## config.mk

```make
export PLATFORM = sky130hd
export DESIGN_NAME = cg_serial_regs
export DESIGN_NICKNAME = d
export VERILOG_FILES = /design/src/cg_regs_pkg.sv /design/src/cg_pin_sync.sv /design/src/cg_serial_regs.sv
export SDC_FILE = /design/constraint.sdc
export NUM_CORES = 1
export LEC_CHECK = 0
export BUFFER_PORTS_ARGS = -buffer_cell sky130_fd_sc_hd__buf_2
export CAP_MARGIN = 20
export CORE_AREA = 2 2 64 112
export DETAILED_ROUTE_END_ITERATION = 12
export DIE_AREA = 0 0 66 114
export GPL_ROUTABILITY_DRIVEN = 0
export GPL_TIMING_DRIVEN = 1
export PLACE_DENSITY = 0.89
export SLEW_MARGIN = 20
export SYNTH_ARGS = -nofsm -noshare
export SYNTH_HDL_FRONTEND = slang
export SYNTH_SLANG_ARGS = --single-unit
export TNS_END_PERCENT = 30
```

## constraint.sdc

```tcl
create_clock -name i_clk_sys -period 3 [get_ports i_clk_sys]
set_input_delay 0.6 -clock i_clk_sys [delete_from_list [all_inputs] [get_ports i_clk_sys]]
set_output_delay 0.6 -clock i_clk_sys [all_outputs]
set_load 0.05 [all_outputs]
```

## src/cg_regs_pkg.sv

```systemverilog
// package with register map, field positions and serial protocol constants
package cg_regs_pkg;

	// ==========================================================
	// slave addresses (8-bit form, direction bit included)
	localparam logic [7:0] ADDR_WR = 8'hD2;
	localparam logic [7:0] ADDR_RD = 8'hD3;

	// ==========================================================
	// register indices
	localparam logic [7:0] IDX_FREQ_SEL_READBACK = 8'h00;
	localparam logic [7:0] IDX_SPREAD_OUT_BEHAV  = 8'h01;
	localparam logic [7:0] IDX_STOP_PD_DRIVE     = 8'h02;
	localparam logic [7:0] NUM_REGS              = 8'h03;

	// ==========================================================
	// field positions
	localparam int BIT_FREQ_SEL_LOW     = 0;
	localparam int BIT_FREQ_SEL_HIGH    = 1;
	localparam int BIT_SREF_STOPPABLE   = 7;
	localparam int BIT_SREF_EN          = 6;
	localparam int BIT_HOST_PAIR2_EN    = 2;
	localparam int BIT_HOST_PAIR1_EN    = 1;
	localparam int BIT_HOST_PAIR0_EN    = 0;
	localparam int BIT_SREF_PD_DRIVE    = 7;
	localparam int BIT_SREF_STOP_DRIVE  = 6;
	localparam int BIT_PAIR2_PD_DRIVE   = 5;
	localparam int BIT_PAIR1_PD_DRIVE   = 4;
	localparam int BIT_PAIR0_PD_DRIVE   = 3;

	// ==========================================================
	// power-on values and writable masks
	localparam logic [7:0] RST_SPREAD_OUT_BEHAV = 8'h47;
	localparam logic [7:0] RST_STOP_PD_DRIVE    = 8'h00;
	localparam logic [7:0] WMASK_SPREAD_OUT     = 8'hC7;
	localparam logic [7:0] WMASK_STOP_PD        = 8'hF8;

	// ==========================================================
	// bit counter limits
	localparam logic [3:0] BIT_LAST = 4'h7;
	localparam logic [3:0] BIT_ACK  = 4'h8;

	// ==========================================================
	// positions of the slow side inputs inside their synchroniser vector
	localparam int SIDE_FS_LOW  = 0;
	localparam int SIDE_FS_HIGH = 1;
	localparam int SIDE_STOP_N  = 2;
	localparam int SIDE_PD_N    = 3;

	typedef enum logic [2:0] {
		ST_IDLE  = 3'b000,
		ST_ADDR  = 3'b001,
		ST_INDEX = 3'b010,
		ST_COUNT = 3'b011,
		ST_WDATA = 3'b100,
		ST_RDATA = 3'b101,
		ST_SKIP  = 3'b110
	} xfer_state_t;

	// serial pin samples after synchronising
	typedef struct packed {
		logic scl;
		logic sda;
	} bus_pins_t;

	// output behaviour decoded from the registers
	typedef struct packed {
		logic [2:0] host_pair_en;
		logic [2:0] host_pair_pd_tristate;
		logic       serial_ref_en;
		logic       serial_ref_stoppable;
		logic       serial_ref_stop_drive_sel;
		logic       serial_ref_powerdown_drive_sel;
	} out_ctrl_t;

endpackage

```

## src/cg_pin_sync.sv

```systemverilog
// two-flop synchroniser with edge detection for the serial clock and data pins
`timescale 1ns/1ps
module cg_pin_sync (
	input  wire logic                   i_clk_sys,
	input  wire logic                   i_rst_n,
	input  wire cg_regs_pkg::bus_pins_t i_pins,
	output cg_regs_pkg::bus_pins_t      o_pins,
	output logic                        o_scl_rise,
	output logic                        o_scl_fall,
	output logic                        o_start,
	output logic                        o_stop
);
	cg_regs_pkg::bus_pins_t meta_q, meta_d;
	cg_regs_pkg::bus_pins_t sync_q, sync_d;
	cg_regs_pkg::bus_pins_t prev_q, prev_d;

	always_comb begin
		meta_d = i_pins;
		sync_d = meta_q;
		prev_d = sync_q;
	end

	// idle bus is high on both lines, so reset to high to avoid false edges
	always_ff @(posedge i_clk_sys or negedge i_rst_n) begin
		if (!i_rst_n) begin
			meta_q <= '{scl: 1'b1, sda: 1'b1};
			sync_q <= '{scl: 1'b1, sda: 1'b1};
			prev_q <= '{scl: 1'b1, sda: 1'b1};
		end else begin
			meta_q <= meta_d;
			sync_q <= sync_d;
			prev_q <= prev_d;
		end
	end

	assign o_pins     = sync_q;
	assign o_scl_rise = sync_q.scl & ~prev_q.scl;
	assign o_scl_fall = ~sync_q.scl & prev_q.scl;
	assign o_start    = sync_q.scl & prev_q.scl & prev_q.sda & ~sync_q.sda;
	assign o_stop     = sync_q.scl & prev_q.scl & ~prev_q.sda & sync_q.sda;
endmodule

```

## src/cg_serial_regs.sv

```systemverilog
// serial control port and first three configuration registers of the clock generator
// What this block does
// - data bytes land at consecutive indices
// - acknowledge address, index, count, each data byte within count
// - read address D3 is acknowledged
// - read returns count then consecutive registers
// - stop-drive bit tristates serial reference pair
// - free-running output ignores every stop request
`timescale 1ns/1ps
module cg_serial_regs (
	input  wire logic       i_clk_sys,
	input  wire logic       i_rst_n,
	input  wire logic       i_scl,
	input  wire logic       i_sda,
	output logic            o_sda_oe,
	output logic            o_sda_out,
	input  wire logic       i_freq_sel_low,
	input  wire logic       i_freq_sel_high,
	input  wire logic       i_stop_n,
	input  wire logic       i_power_down_n,
	output logic [2:0]      o_host_pair_en,
	output logic [2:0]      o_host_pair_pd_tristate,
	output logic            o_serial_ref_en,
	output logic            o_serial_ref_stop_req,
	output logic            o_serial_ref_tristate
);

	// ==========================================================
	// serial pins: synchronised and edge-detected in the helper
	cg_regs_pkg::bus_pins_t pins_raw;
	cg_regs_pkg::bus_pins_t pins;
	logic                   scl_rise;
	logic                   scl_fall;
	logic                   start_seen;
	logic                   stop_seen;

	assign pins_raw = {i_scl, i_sda};

	cg_pin_sync u_cg_pin_sync (
		.i_clk_sys  (i_clk_sys),
		.i_rst_n    (i_rst_n),
		.i_pins     (pins_raw),
		.o_pins     (pins),
		.o_scl_rise (scl_rise),
		.o_scl_fall (scl_fall),
		.o_start    (start_seen),
		.o_stop     (stop_seen)
	);

	// ==========================================================
	// slow side inputs: two flops each before any logic reads them
	logic [3:0] side_meta_q, side_meta_d;
	logic [3:0] side_sync_q, side_sync_d;
	logic       fs_low;
	logic       fs_high;
	logic       stop_active;
	logic       pd_active;

	always_comb begin
		side_meta_d = {i_power_down_n, i_stop_n, i_freq_sel_high, i_freq_sel_low};
		side_sync_d = side_meta_q;
	end

	// stop and power-down idle high, so those flops reset high
	always_ff @(posedge i_clk_sys or negedge i_rst_n) begin
		if (!i_rst_n) begin
			side_meta_q <= {1'b1, 1'b1, 1'b0, 1'b0};
			side_sync_q <= {1'b1, 1'b1, 1'b0, 1'b0};
		end else begin
			side_meta_q <= side_meta_d;
			side_sync_q <= side_sync_d;
		end
	end

	assign fs_low      = side_sync_q[cg_regs_pkg::SIDE_FS_LOW];
	assign fs_high     = side_sync_q[cg_regs_pkg::SIDE_FS_HIGH];
	assign stop_active = ~side_sync_q[cg_regs_pkg::SIDE_STOP_N];
	assign pd_active   = ~side_sync_q[cg_regs_pkg::SIDE_PD_N];

	// ==========================================================
	// helpers
	function automatic logic [7:0] merge_bits(input logic [7:0] old_val,
			input logic [7:0] new_val, input logic [7:0] mask);
		return (old_val & ~mask) | (new_val & mask);
	endfunction

	function automatic logic [7:0] read_reg(input logic [7:0] idx, input logic [7:0] r0,
			input logic [7:0] r1, input logic [7:0] r2);
		logic [7:0] val;
		val = 8'h00;
		case (idx)
			cg_regs_pkg::IDX_FREQ_SEL_READBACK: val = r0;
			cg_regs_pkg::IDX_SPREAD_OUT_BEHAV:  val = r1;
			cg_regs_pkg::IDX_STOP_PD_DRIVE:     val = r2;
			default:                            val = 8'h00;
		endcase
		return val;
	endfunction

	// indices past the last register report nothing left to send
	function automatic logic [7:0] bytes_left(input logic [7:0] idx);
		return (idx < cg_regs_pkg::NUM_REGS) ? (cg_regs_pkg::NUM_REGS - idx) : 8'h00;
	endfunction

	// ==========================================================
	// transfer engine and register state
	cg_regs_pkg::xfer_state_t state_q, state_d;
	logic [3:0]               bit_q, bit_d;
	logic                     ack_slot_q, ack_slot_d;
	logic                     host_nack_q, host_nack_d;
	logic                     count_sent_q, count_sent_d;
	logic [7:0]               shift_q, shift_d;
	logic [7:0]               index_q, index_d;
	logic [7:0]               count_q, count_d;
	logic                     sda_oe_q, sda_oe_d;
	logic                     sda_out_q, sda_out_d;
	logic [7:0]               reg1_q, reg1_d;
	logic [7:0]               reg2_q, reg2_d;
	logic [7:0]               reg0_val;
	logic                     receiving;
	logic                     byte_ok;

	always_comb begin
		reg0_val = 8'h00;
		reg0_val[cg_regs_pkg::BIT_FREQ_SEL_LOW]  = fs_low;
		reg0_val[cg_regs_pkg::BIT_FREQ_SEL_HIGH] = fs_high;
		receiving = (state_q == cg_regs_pkg::ST_ADDR) || (state_q == cg_regs_pkg::ST_INDEX)
			|| (state_q == cg_regs_pkg::ST_COUNT) || (state_q == cg_regs_pkg::ST_WDATA);
		byte_ok = 1'b0;
		case (state_q)
			cg_regs_pkg::ST_ADDR:  byte_ok = (shift_q == cg_regs_pkg::ADDR_WR)
				|| (shift_q == cg_regs_pkg::ADDR_RD);
			cg_regs_pkg::ST_INDEX: byte_ok = 1'b1;
			cg_regs_pkg::ST_COUNT: byte_ok = 1'b1;
			cg_regs_pkg::ST_WDATA: byte_ok = (count_q != 8'h00);
			default:               byte_ok = 1'b0;
		endcase
	end

	always_comb begin
		state_d      = state_q;
		bit_d        = bit_q;
		ack_slot_d   = ack_slot_q;
		host_nack_d  = host_nack_q;
		count_sent_d = count_sent_q;
		shift_d      = shift_q;
		index_d      = index_q;
		count_d      = count_q;
		sda_oe_d     = sda_oe_q;
		sda_out_d    = sda_out_q;
		reg1_d       = reg1_q;
		reg2_d       = reg2_q;
		if (stop_seen) begin
			state_d    = cg_regs_pkg::ST_IDLE;
			sda_oe_d   = 1'b0;
			ack_slot_d = 1'b0;
		end else if (start_seen) begin
			state_d    = cg_regs_pkg::ST_ADDR;
			bit_d      = '0;
			ack_slot_d = 1'b0;
			sda_oe_d   = 1'b0;
		end else if (state_q == cg_regs_pkg::ST_RDATA) begin
			if (scl_rise) begin
				if (bit_q == cg_regs_pkg::BIT_ACK) begin
					host_nack_d = pins.sda;
				end else begin
					bit_d = bit_q + 4'h1;
				end
			end else if (scl_fall) begin
				if (ack_slot_q) begin
					ack_slot_d = 1'b0;
					if (host_nack_q) begin
						state_d = cg_regs_pkg::ST_SKIP;
					end else begin
						// first data byte is index n itself, later ones step up
						if (count_sent_q) begin
							count_sent_d = 1'b0;
							shift_d      = read_reg(index_q, reg0_val, reg1_q, reg2_q);
						end else begin
							index_d = index_q + 8'h01;
							shift_d = read_reg(index_q + 8'h01, reg0_val, reg1_q, reg2_q);
						end
						sda_oe_d  = 1'b1;
						sda_out_d = shift_d[7];
						bit_d     = '0;
					end
				end else if (bit_q == cg_regs_pkg::BIT_ACK) begin
					// host owns the line for its acknowledge
					sda_oe_d   = 1'b0;
					ack_slot_d = 1'b1;
				end else if (bit_q != '0) begin
					shift_d   = {shift_q[6:0], 1'b0};
					sda_out_d = shift_q[6];
				end
			end
		end else if (receiving) begin
			if (scl_rise && (bit_q != cg_regs_pkg::BIT_ACK)) begin
				shift_d = {shift_q[6:0], pins.sda};
				bit_d   = bit_q + 4'h1;
			end else if (scl_fall && ack_slot_q) begin
				// acknowledge slot over: free the line, then act on the byte
				sda_oe_d   = 1'b0;
				ack_slot_d = 1'b0;
				bit_d      = '0;
				case (state_q)
					cg_regs_pkg::ST_ADDR: begin
						if (shift_q == cg_regs_pkg::ADDR_RD) begin
							state_d      = cg_regs_pkg::ST_RDATA;
							count_sent_d = 1'b1;
							host_nack_d  = 1'b0;
							shift_d      = bytes_left(index_q);
							sda_oe_d     = 1'b1;
							sda_out_d    = shift_d[7];
						end else begin
							state_d = cg_regs_pkg::ST_INDEX;
						end
					end
					cg_regs_pkg::ST_INDEX: begin
						index_d = shift_q;
						state_d = cg_regs_pkg::ST_COUNT;
					end
					cg_regs_pkg::ST_COUNT: begin
						count_d = shift_q;
						state_d = cg_regs_pkg::ST_WDATA;
					end
					cg_regs_pkg::ST_WDATA: begin
						if (index_q == cg_regs_pkg::IDX_SPREAD_OUT_BEHAV) begin
							reg1_d = merge_bits(reg1_q, shift_q, cg_regs_pkg::WMASK_SPREAD_OUT);
						end
						if (index_q == cg_regs_pkg::IDX_STOP_PD_DRIVE) begin
							reg2_d = merge_bits(reg2_q, shift_q, cg_regs_pkg::WMASK_STOP_PD);
						end
						index_d = index_q + 8'h01;
						count_d = count_q - 8'h01;
					end
					default: begin
						state_d = cg_regs_pkg::ST_SKIP;
					end
				endcase
			end else if (scl_fall && (bit_q == cg_regs_pkg::BIT_ACK)) begin
				if (byte_ok) begin
					sda_oe_d   = 1'b1;
					sda_out_d  = 1'b0;
					ack_slot_d = 1'b1;
				end else begin
					// foreign address or surplus byte: stay off the line
					state_d = cg_regs_pkg::ST_SKIP;
				end
			end
		end
	end

	always_ff @(posedge i_clk_sys or negedge i_rst_n) begin
		if (!i_rst_n) begin
			state_q      <= cg_regs_pkg::ST_IDLE;
			bit_q        <= '0;
			ack_slot_q   <= 1'b0;
			host_nack_q  <= 1'b0;
			count_sent_q <= 1'b0;
			shift_q      <= '0;
			index_q      <= '0;
			count_q      <= '0;
			sda_oe_q     <= 1'b0;
			sda_out_q    <= 1'b1;
			reg1_q       <= cg_regs_pkg::RST_SPREAD_OUT_BEHAV;
			reg2_q       <= cg_regs_pkg::RST_STOP_PD_DRIVE;
		end else begin
			state_q      <= state_d;
			bit_q        <= bit_d;
			ack_slot_q   <= ack_slot_d;
			host_nack_q  <= host_nack_d;
			count_sent_q <= count_sent_d;
			shift_q      <= shift_d;
			index_q      <= index_d;
			count_q      <= count_d;
			sda_oe_q     <= sda_oe_d;
			sda_out_q    <= sda_out_d;
			reg1_q       <= reg1_d;
			reg2_q       <= reg2_d;
		end
	end

	// ==========================================================
	// output behaviour decoded from the registers
	cg_regs_pkg::out_ctrl_t out_q, out_d;
	logic                   stop_req_q, stop_req_d;
	logic                   tristate_q, tristate_d;

	always_comb begin
		out_d.host_pair_en = {reg1_q[cg_regs_pkg::BIT_HOST_PAIR2_EN],
			reg1_q[cg_regs_pkg::BIT_HOST_PAIR1_EN], reg1_q[cg_regs_pkg::BIT_HOST_PAIR0_EN]};
		out_d.host_pair_pd_tristate = {reg2_q[cg_regs_pkg::BIT_PAIR2_PD_DRIVE],
			reg2_q[cg_regs_pkg::BIT_PAIR1_PD_DRIVE], reg2_q[cg_regs_pkg::BIT_PAIR0_PD_DRIVE]}
			& {3{pd_active}};
		out_d.serial_ref_en                  = reg1_q[cg_regs_pkg::BIT_SREF_EN];
		out_d.serial_ref_stoppable           = reg1_q[cg_regs_pkg::BIT_SREF_STOPPABLE];
		out_d.serial_ref_stop_drive_sel      = reg2_q[cg_regs_pkg::BIT_SREF_STOP_DRIVE];
		out_d.serial_ref_powerdown_drive_sel = reg2_q[cg_regs_pkg::BIT_SREF_PD_DRIVE];
		// a free-running pair never sees the stop pin
		stop_req_d = stop_active & out_d.serial_ref_stoppable;
		tristate_d = (stop_req_d & out_d.serial_ref_stop_drive_sel)
			| (pd_active & out_d.serial_ref_powerdown_drive_sel);
	end

	always_ff @(posedge i_clk_sys or negedge i_rst_n) begin
		if (!i_rst_n) begin
			out_q <= '{
				host_pair_en: cg_regs_pkg::RST_SPREAD_OUT_BEHAV[cg_regs_pkg::BIT_HOST_PAIR2_EN:
					cg_regs_pkg::BIT_HOST_PAIR0_EN],
				host_pair_pd_tristate: 3'h0,
				serial_ref_en: cg_regs_pkg::RST_SPREAD_OUT_BEHAV[cg_regs_pkg::BIT_SREF_EN],
				serial_ref_stoppable:
					cg_regs_pkg::RST_SPREAD_OUT_BEHAV[cg_regs_pkg::BIT_SREF_STOPPABLE],
				serial_ref_stop_drive_sel:
					cg_regs_pkg::RST_STOP_PD_DRIVE[cg_regs_pkg::BIT_SREF_STOP_DRIVE],
				serial_ref_powerdown_drive_sel:
					cg_regs_pkg::RST_STOP_PD_DRIVE[cg_regs_pkg::BIT_SREF_PD_DRIVE]
			};
			stop_req_q <= 1'b0;
			tristate_q <= 1'b0;
		end else begin
			out_q      <= out_d;
			stop_req_q <= stop_req_d;
			tristate_q <= tristate_d;
		end
	end

	assign o_sda_oe                = sda_oe_q;
	assign o_sda_out               = sda_out_q;
	assign o_host_pair_en          = out_q.host_pair_en;
	assign o_host_pair_pd_tristate = out_q.host_pair_pd_tristate;
	assign o_serial_ref_en         = out_q.serial_ref_en;
	assign o_serial_ref_stop_req   = stop_req_q;
	assign o_serial_ref_tristate   = tristate_q;
endmodule

```

==> summary.md, run 1 <==
| Metric | Value |
|---|---|
| Status | `finished, final reports clean` |
| Avg WL per Cell | `20.3 µm` |
| Post-Place Setup Slack | `roughly 250 ps` |
| Clock Skews | `around 4.7 ps` |
| Tmin final | `about 2800 ps` |
| Mapped cell area | `a little over 4000 µm²` |
| IO Count | `19` |
| Hold buffers post-CTS | `0` |
| CP Data Arrival Time | `just over 3000 ps` |
| Met1 GRT Util | `0.310` |
| GR Layer Usage met2 | `0.507` |
| Layout area overhead | `10.9%` |
| Post-synth EDFFs | `0` |
| Chip width | `66 µm` |
| Crit path capture type | `register` |
| Power Dens Cells | `roughly 500 nW/µm²` |
| Die area | `around 7500 µm²` |
| Clk buf depth | `2` |
| Synth warn | `0` |
| Antenna Nets Post-Route | `0` |
| HPWL after DPL | `around 7400 µm` |
| DR vias/cell | `just under 7` |
| Gate Count Post-Synth | `around 430` |
| Fin. max-slew vios | `0` |
| Post-synth cell types | `between 60 and 70` |
| Initial Utilization | `0.601` |
| R2r worst-path depth | `8` |
| Post-cts sizing count | `0` |
| Most frequent cells in the layout | `50 x dfrtp_1, 39 x o21ai_0, 38 x nand2_1` |
| Drt drc | `0` |
| Final net count | `about 460` |
| Initial detailed-routing violation count | `486` |
| Kind of critical path | `reg -> reg` |
| Synthesized flop and latch total | `between 60 and 70` |
| Finished Core Util | `0.667` |
| Worst-Skew Late Latency | `about 340 ps` |
| Routed wire length | `approximately 11000 µm` |
| Ratio of cells with drive above 1 in the final layout | `0.194` |
| Worst Tran Pin Value | `854 ps` |
| Final setup viols | `0` |
| CTS tree | `done` |
| Clk sink count | `about 70` |
| RSZ-0062 raised after global routing | `no` |
| Max-slew headroom | `0.425` |
| Pin count of the biggest net entering global routing | `36` |
| Core area | `6710 µm²` |
| Global routing usage on met3 | `0.0868` |
| FF-to-FF End | `bit_q[2]` |
| Reg2Reg Setup Slack | `~190 ps` |
| Post-synth top flop | `dfrtp_1` |
| Mapped Avg Cell Area | `about 9.5 µm²` |
| Crit start category | `register` |
| Leakage | `1.97 nW` |
| Layout fillers | `about 500` |
| Antenna Cells | `0` |
| Maxcap violations | `0` |
| Total gr overflow | `0` |
| CTS H-Tree Depth | `3` |
| Fmax achieved | `355 MHz` |
| Hold crit path type | `in -> async` |
| Final period utilization | `0.938` |
| Vias in the first global route | `about 3600` |
| GRT Total Usage | `0.310` |
| WHS | `343 ps` |
| Reg2reg start | `u_cg_pin_sync.prev_q[1]` |
| Post-synthesis async set-or-reset flop share | `1.00` |
| Synth Net Count | `between 400 and 500` |
| Global-route wire length before repair | `between 15000 and 20000 µm` |
| Final instance area | `roughly 4500 µm²` |
| Post-CTS Setup Inserts | `0` |
| TritonRoute pass-1 iters | `6` |
| PortBufs | `18` |
| Die height | `~110 µm` |
| Post-synthesis sequential area ratio | `0.434` |
| Initial antenna violation count | `0` |
| Clock-pin slew on the worst setup and hold paths | `approximately 60 ps` |
| Root buf cell | `clkbuf_16` |
| Setup TNS | `0 ps` |
| Hold Vio Cnt, Final | `0` |
| Crit-path max FO | `11` |
| Total number of vias | `3609` |
| Final WS setup | `185 ps` |
| GR peak layer | `met2` |
| Peak VDD IR | `around 0.43 mV` |
| Placed inst area | `around 4200 µm²` |
| Critical Path RT | `approximately 3200 ps` |
| Commonest non-fill, non-tap cell in the layout | `dfrtp_1` |
| Rows | `40` |
| Num CTS Buffers | `9` |
## synthesized netlist by cell type (all sizes together), types with 5 or more instances
cell type / instances / area [µm²]
nand2b: 6 / 37.5
a22oi: 8 / 60.1
and3: 6 / 37.5
nand2: 40 / 165
a22o: 9 / 78.8
clkbuf: 16 / 60.1
mux2i: 5 / 50.1
buf: 10 / 61.3
o21ai: 40 / 200
o22ai: 5 / 31.3
nand3: 10 / 50.1
a21oi: 29 / 145
nor2b: 6 / 37.5
dfstp: 19 / 499
a31oi: 11 / 68.8
and2: 7 / 43.8
a41oi: 6 / 52.6
dfrtp: 50 / 1250
mux2: 11 / 154
nor3: 7 / 35.0
ha: 14 / 175
inv: 22 / 82.6
nor2: 25 / 93.8
## critical path, cell delays in order, from the launching register on
cell and delay (ps):
dfstp_2 550, inv_1 40, ha_1 320, or4b_2 720, o311ai_0 150, o2111ai_1 190, o21ai_1 270, o21ai_0 200
a22o_1 260
## state kept, by name (all words and copies together) (netlist names), 2 cells and up
signal,cells
u_cg_pin_sync.prev_q,2
bit_q,4
reg1_q,5
state_q,3
o_host_pair_en,3
shift_q,8
u_cg_pin_sync.o_pins,2
u_cg_pin_sync.meta_q,2
index_q,8
o_host_pair_pd_tristate,3
side_meta_q,4
reg2_q,5
count_q,8
side_sync_q,4
## cell families (layout without fill, tap and decap cells)
family          Yosys count  after routing  share of synthesized area
xor+xnor                  3              3                    0.00652
simple gates            133            133                      0.181
buf+inv                  48             62                     0.0506
compound gates          142            142                      0.234
fa+ha+maj                14             14                     0.0434
mux                      16             16                     0.0506
flops                    69             69                      0.434
## area by class of cell
type | count | area, µm² | share of cell area
Clock inverter | 7 | 82.6 | 0.0185
Inverter | 22 | 82.6 | 0.0185
Clock buffer | 9 | 225 | 0.0504
Multi-Input combinational cell | 308 | 2080 | 0.465
Tap cell | 84 | 105 | 0.0235
Sequential cell | 69 | 1750 | 0.391
Timing Repair Buffer | 24 | 148 | 0.0330
## stage by stage
step	instances	power (mW)
floorplan	425	1.12
detailed placement	507	1.21
global route	523	2.37
CTS	523	2.30
global placement	507	1.19
finish	523	2.29
## worst max-delay path by stage
stage                                       start       end  slack [ps]  cells after the start
final                     u_cg_pin_sync.prev_q[1]  bit_q[2]         190                      8
after global routing      u_cg_pin_sync.prev_q[1]  bit_q[2]          90                      8
after CTS                 u_cg_pin_sync.prev_q[1]  bit_q[2]         240                      8
after detailed placement  u_cg_pin_sync.prev_q[1]  bit_q[2]         250                      8
after global placement    u_cg_pin_sync.prev_q[1]  bit_q[2]         450                      8
after floorplan           u_cg_pin_sync.o_pins[1]  bit_q[2]         610                      8
## power by group
group	total, mW	switching (mW)	internal [mW]	leakage (nW)
Sequential	1.02	0.0533	0.970	0.870
Combinational	0.174	0.105	0.0687	0.951
Clock	1.10	0.440	0.656	0.145
Total	2.29	0.598	1.69	1.97
## routing by layer
metal	wire length, µm	part of all wire
met1	3630	0.34
met2	5330	0.50
met3	691	0.065
met4	984	0.093
met5	0	0
Power figures use the tool's default switching activity.
==> run 2: changes to the inputs <==
- CORE_AREA: 2 2 64 112 -> 2 2 64 111
- DIE_AREA: 0 0 66 114 -> 0 0 66 113
- SYNTH_HIERARCHICAL: default -> 1
- clock period: 3 -> 2.7 ns (I/O delays scaled with it)
==> summary.md, run 2 <==
| Metric | Value |
|---|---|
| Clock-pin slew on the worst setup and hold paths | `60 ps (about the same)` |
| Clk buf depth | `2 (unchanged)` |
| IO Count | `19 (unchanged)` |
| Vias in the first global route | `3605 (-0.30%)` |
| Drt drc | `0 (unchanged)` |
| Uppermost layer routed | `met4` |
| Finished Core Util | `0.693 (+0.0263)` |
| Total gr overflow | `0 (unchanged)` |
| Leakage | `1.90 nW (-3.5%)` |
| Placed inst area | `4190 µm² (+0.69%)` |
| Die area | `7460 µm² (-0.88%)` |
| Post-synth cell types | `63 (-4.5%)` |
| Initial antenna violation count | `0 (unchanged)` |
| CP Data Arrival Time | `2810 ps (-240 ps)` |
| PortBufs | `18 (unchanged)` |
| Commonest non-fill, non-tap cell in the layout | `dfrtp_1` |
| Cell taking the most area after synthesis | `dfrtp_1` |
| Design Power | `2.81 mW (+23%)` |
| HPWL after DPL | `7100 µm (-4.0%)` |
| Clk sink count | `69 (unchanged)` |
| Initial detailed-routing violation count | `287 (-41%)` |
| Antenna Cells | `0 (unchanged)` |
| Most frequent cells after synthesis | `50 x dfrtp_1, 47 x nand2_1, 40 x nor2_1, 34 x o21ai_0, 29 x a21oi_1` |
| Worst Tran Pin Value | `710 ps (-144 ps)` |
| Maxcap violations | `0 (unchanged)` |
| Post-synthesis sequential area ratio | `0.440 (+0.00615)` |
| Status | `finished, final reports clean` |
| Hold crit path type | `in -> async` |
| Synth Net Count | `457 (+2.2%)` |
| Ratio of cells with drive above 1 in the final layout | `0.205 (+0.0116)` |
| Total number of vias | `3603 (-0.17%)` |
| Final period utilization | `0.957 (+0.0185)` |
| Core area | `6540 µm² (-2.5%)` |
| Synthesized flop and latch total | `69 (unchanged)` |
| Global-route wire length before repair | `17100 µm (-1.5%)` |
| Root buf cell | `clkbuf_16` |
| Rows | `39 (-2.5%)` |
| Fmax achieved | `387 MHz (+9.0%)` |
| CP max-delay cell | `dfstp_2` |
| Final instance area | `4530 µm² (+1.3%)` |
| Post-synthesis async set-or-reset flop share | `1.00 (unchanged)` |
| Synth area leaders | `dfrtp_1 31%, dfstp_2 13%, nand2_1 4.4%` |
| Peak VDD IR | `0.834 mV (+96%)` |
| Biggest regs | `count_q (8), index_q (8), shift_q (8)` |
| Pin count of the biggest net entering global routing | `42 (+17%)` |
| Worst-Skew Late Latency | `340 ps (about the same)` |
| Tmin final | `2580 ps (-231 ps)` |
| Gate Count Post-Synth | `438 (+3.1%)` |
| Synth top area share | `0.315 (+0.00439)` |
| Initial Utilization | `0.608 (+0.00681)` |
| Hold Vio Cnt, Final | `0 (unchanged)` |
| Avg WL per Cell | `18.8 µm (-7.7%)` |
| Max-slew headroom | `0.526 (+0.102)` |
| Chip width | `66 µm (unchanged)` |
| Fin. max-slew vios | `0 (unchanged)` |
| GRT Total Usage | `0.302 (-0.00775)` |
| DR vias/cell | `6.61 (-4.2%)` |
| Most common cell in the synthesized netlist | `dfrtp_1` |
| Num CTS Buffers | `9 (unchanged)` |
| Layout area overhead | `14.0%` |
| Met3 wire length | `666 µm (-3.6%)` |
| Kind of critical path | `reg -> reg` |
| Met2 WL | `5260 µm (-1.3%)` |
| Crit start category | `register` |
| TritonRoute pass-1 iters | `5 (-1)` |
| Post-synth top flop | `dfrtp_1` |
| Layout fillers | `486 (-2.6%)` |
| Final net count | `477 (+4.6%)` |
| CP max stage delay | `560 ps (-160 ps)` |
| Crit-path max FO | `15 (+4)` |
| Mapped cell area | `3980 µm² (-1.4%)` |
| Mapped Avg Cell Area | `9.08 µm² (-4.3%)` |
| Post-synth EDFFs | `0 (unchanged)` |
| Routed wire length | `10200 µm (-3.8%)` |
| Met1 WL | `3590 µm (-1.1%)` |
| Antenna Nets Post-Route | `0 (unchanged)` |
| Hold buffers post-CTS | `0 (unchanged)` |
| Die height | `113 µm (-0.88%)` |
| Synth warn | `6 (+6)` |
| Setup TNS | `0 ps (unchanged)` |
| Power Dens Cells | `620 nW/µm² (+21%)` |
| CTS H-Tree Depth | `3 (unchanged)` |
| CP Cell Sequence | `and4b_1 > or2_2 > nor3_1 > a21boi_4 > o311ai_0 > o21a_1` |
| Critical Path RT | `2930 ps (-300 ps)` |
| Most frequent cells in the layout | `50 x dfrtp_1, 47 x nand2_1, 39 x nor2_1` |
| Clock Skews | `8.93 ps (+4.18 ps)` |
| Final setup viols | `0 (unchanged)` |
| Crit path capture type | `register` |
| CTS tree | `done` |
## run 2: metrics by stage
stage | hold slack, ps | cells | setup WS, ps
floorplan | 244 | 438 | 505
global placement | 338 | 529 | 271
detailed placement | 341 | 529 | 243
CTS | 273 | 545 | 139
global route | 290 | 545 | -3.54
finish | 244 | 545 | 117
## run 2: metal layers
metal | up-vias | GRT usage
met5 | - | 0
met4 | 0 | 0.229
met3 | 68 | 0.0666
met2 | 186 | 0.500
met1 | 1715 | 0.328
li1 | 1634 | -
## run 2: path summary, 6_finish.rpt
check | start | to | slack, ps | depth (start not counted)
setup / recovery | u_cg_pin_sync/o_pins[0] | shift_q[2] | 120 | 6
hold / removal | i_rst_n | count_q[4] | 240 | 1
setup reg to reg | u_cg_pin_sync/o_pins[0] | shift_q[2] | 120 | 6
hold reg to reg | side_meta_q[0] | side_sync_q[0] | 350 | 0
max in group asynchronous | i_rst_n | u_cg_pin_sync/o_pins[1] | 1730 | 2
min in group i_clk_sys | i_stop_n | side_meta_q[2] | 300 | 1
## run 2: report_power, final
| part | internal (mW) | total (mW) | switching, mW | leakage [nW] |
|---|---|---|---|---|
| registers | 1.09 | 1.21 | 0.114 | 0.869 |
| clock network | 0.821 | 1.30 | 0.480 | 0.155 |
| logic | 0.135 | 0.304 | 0.169 | 0.874 |
## run 2: cell families after synthesis
kind of cell    synth area share
xor+xnor                 0.00441
mux                       0.0384
compound gates             0.220
fa+ha+maj                 0.0346
buf+inv                   0.0406
flops                      0.440
simple gates               0.222
## run 2: layout make-up
cell class | count | area (µm²) | area share
Inverter | 16 | 60.1 | 0.0133
Timing Repair Buffer | 33 | 215 | 0.0475
Clock inverter | 7 | 104 | 0.0229
Multi-Input combinational cell | 329 | 2070 | 0.458
Tap cell | 82 | 103 | 0.0226
Sequential cell | 69 | 1750 | 0.386
Clock buffer | 9 | 225 | 0.0497
## run 2: critical path: cells and delay by family (launching register included)
kind | cells | cell delay (ps)
and+or+nand+nor | 3 | 1060
DFF | 1 | 560
AOI/OAI and AO/OA | 3 | 860
## run 2: timing repair
item	4_1_cts	5_1_grt
gates resized for setup	0	3
setup buffers	0	0
endpoints found under the setup margin	0	8
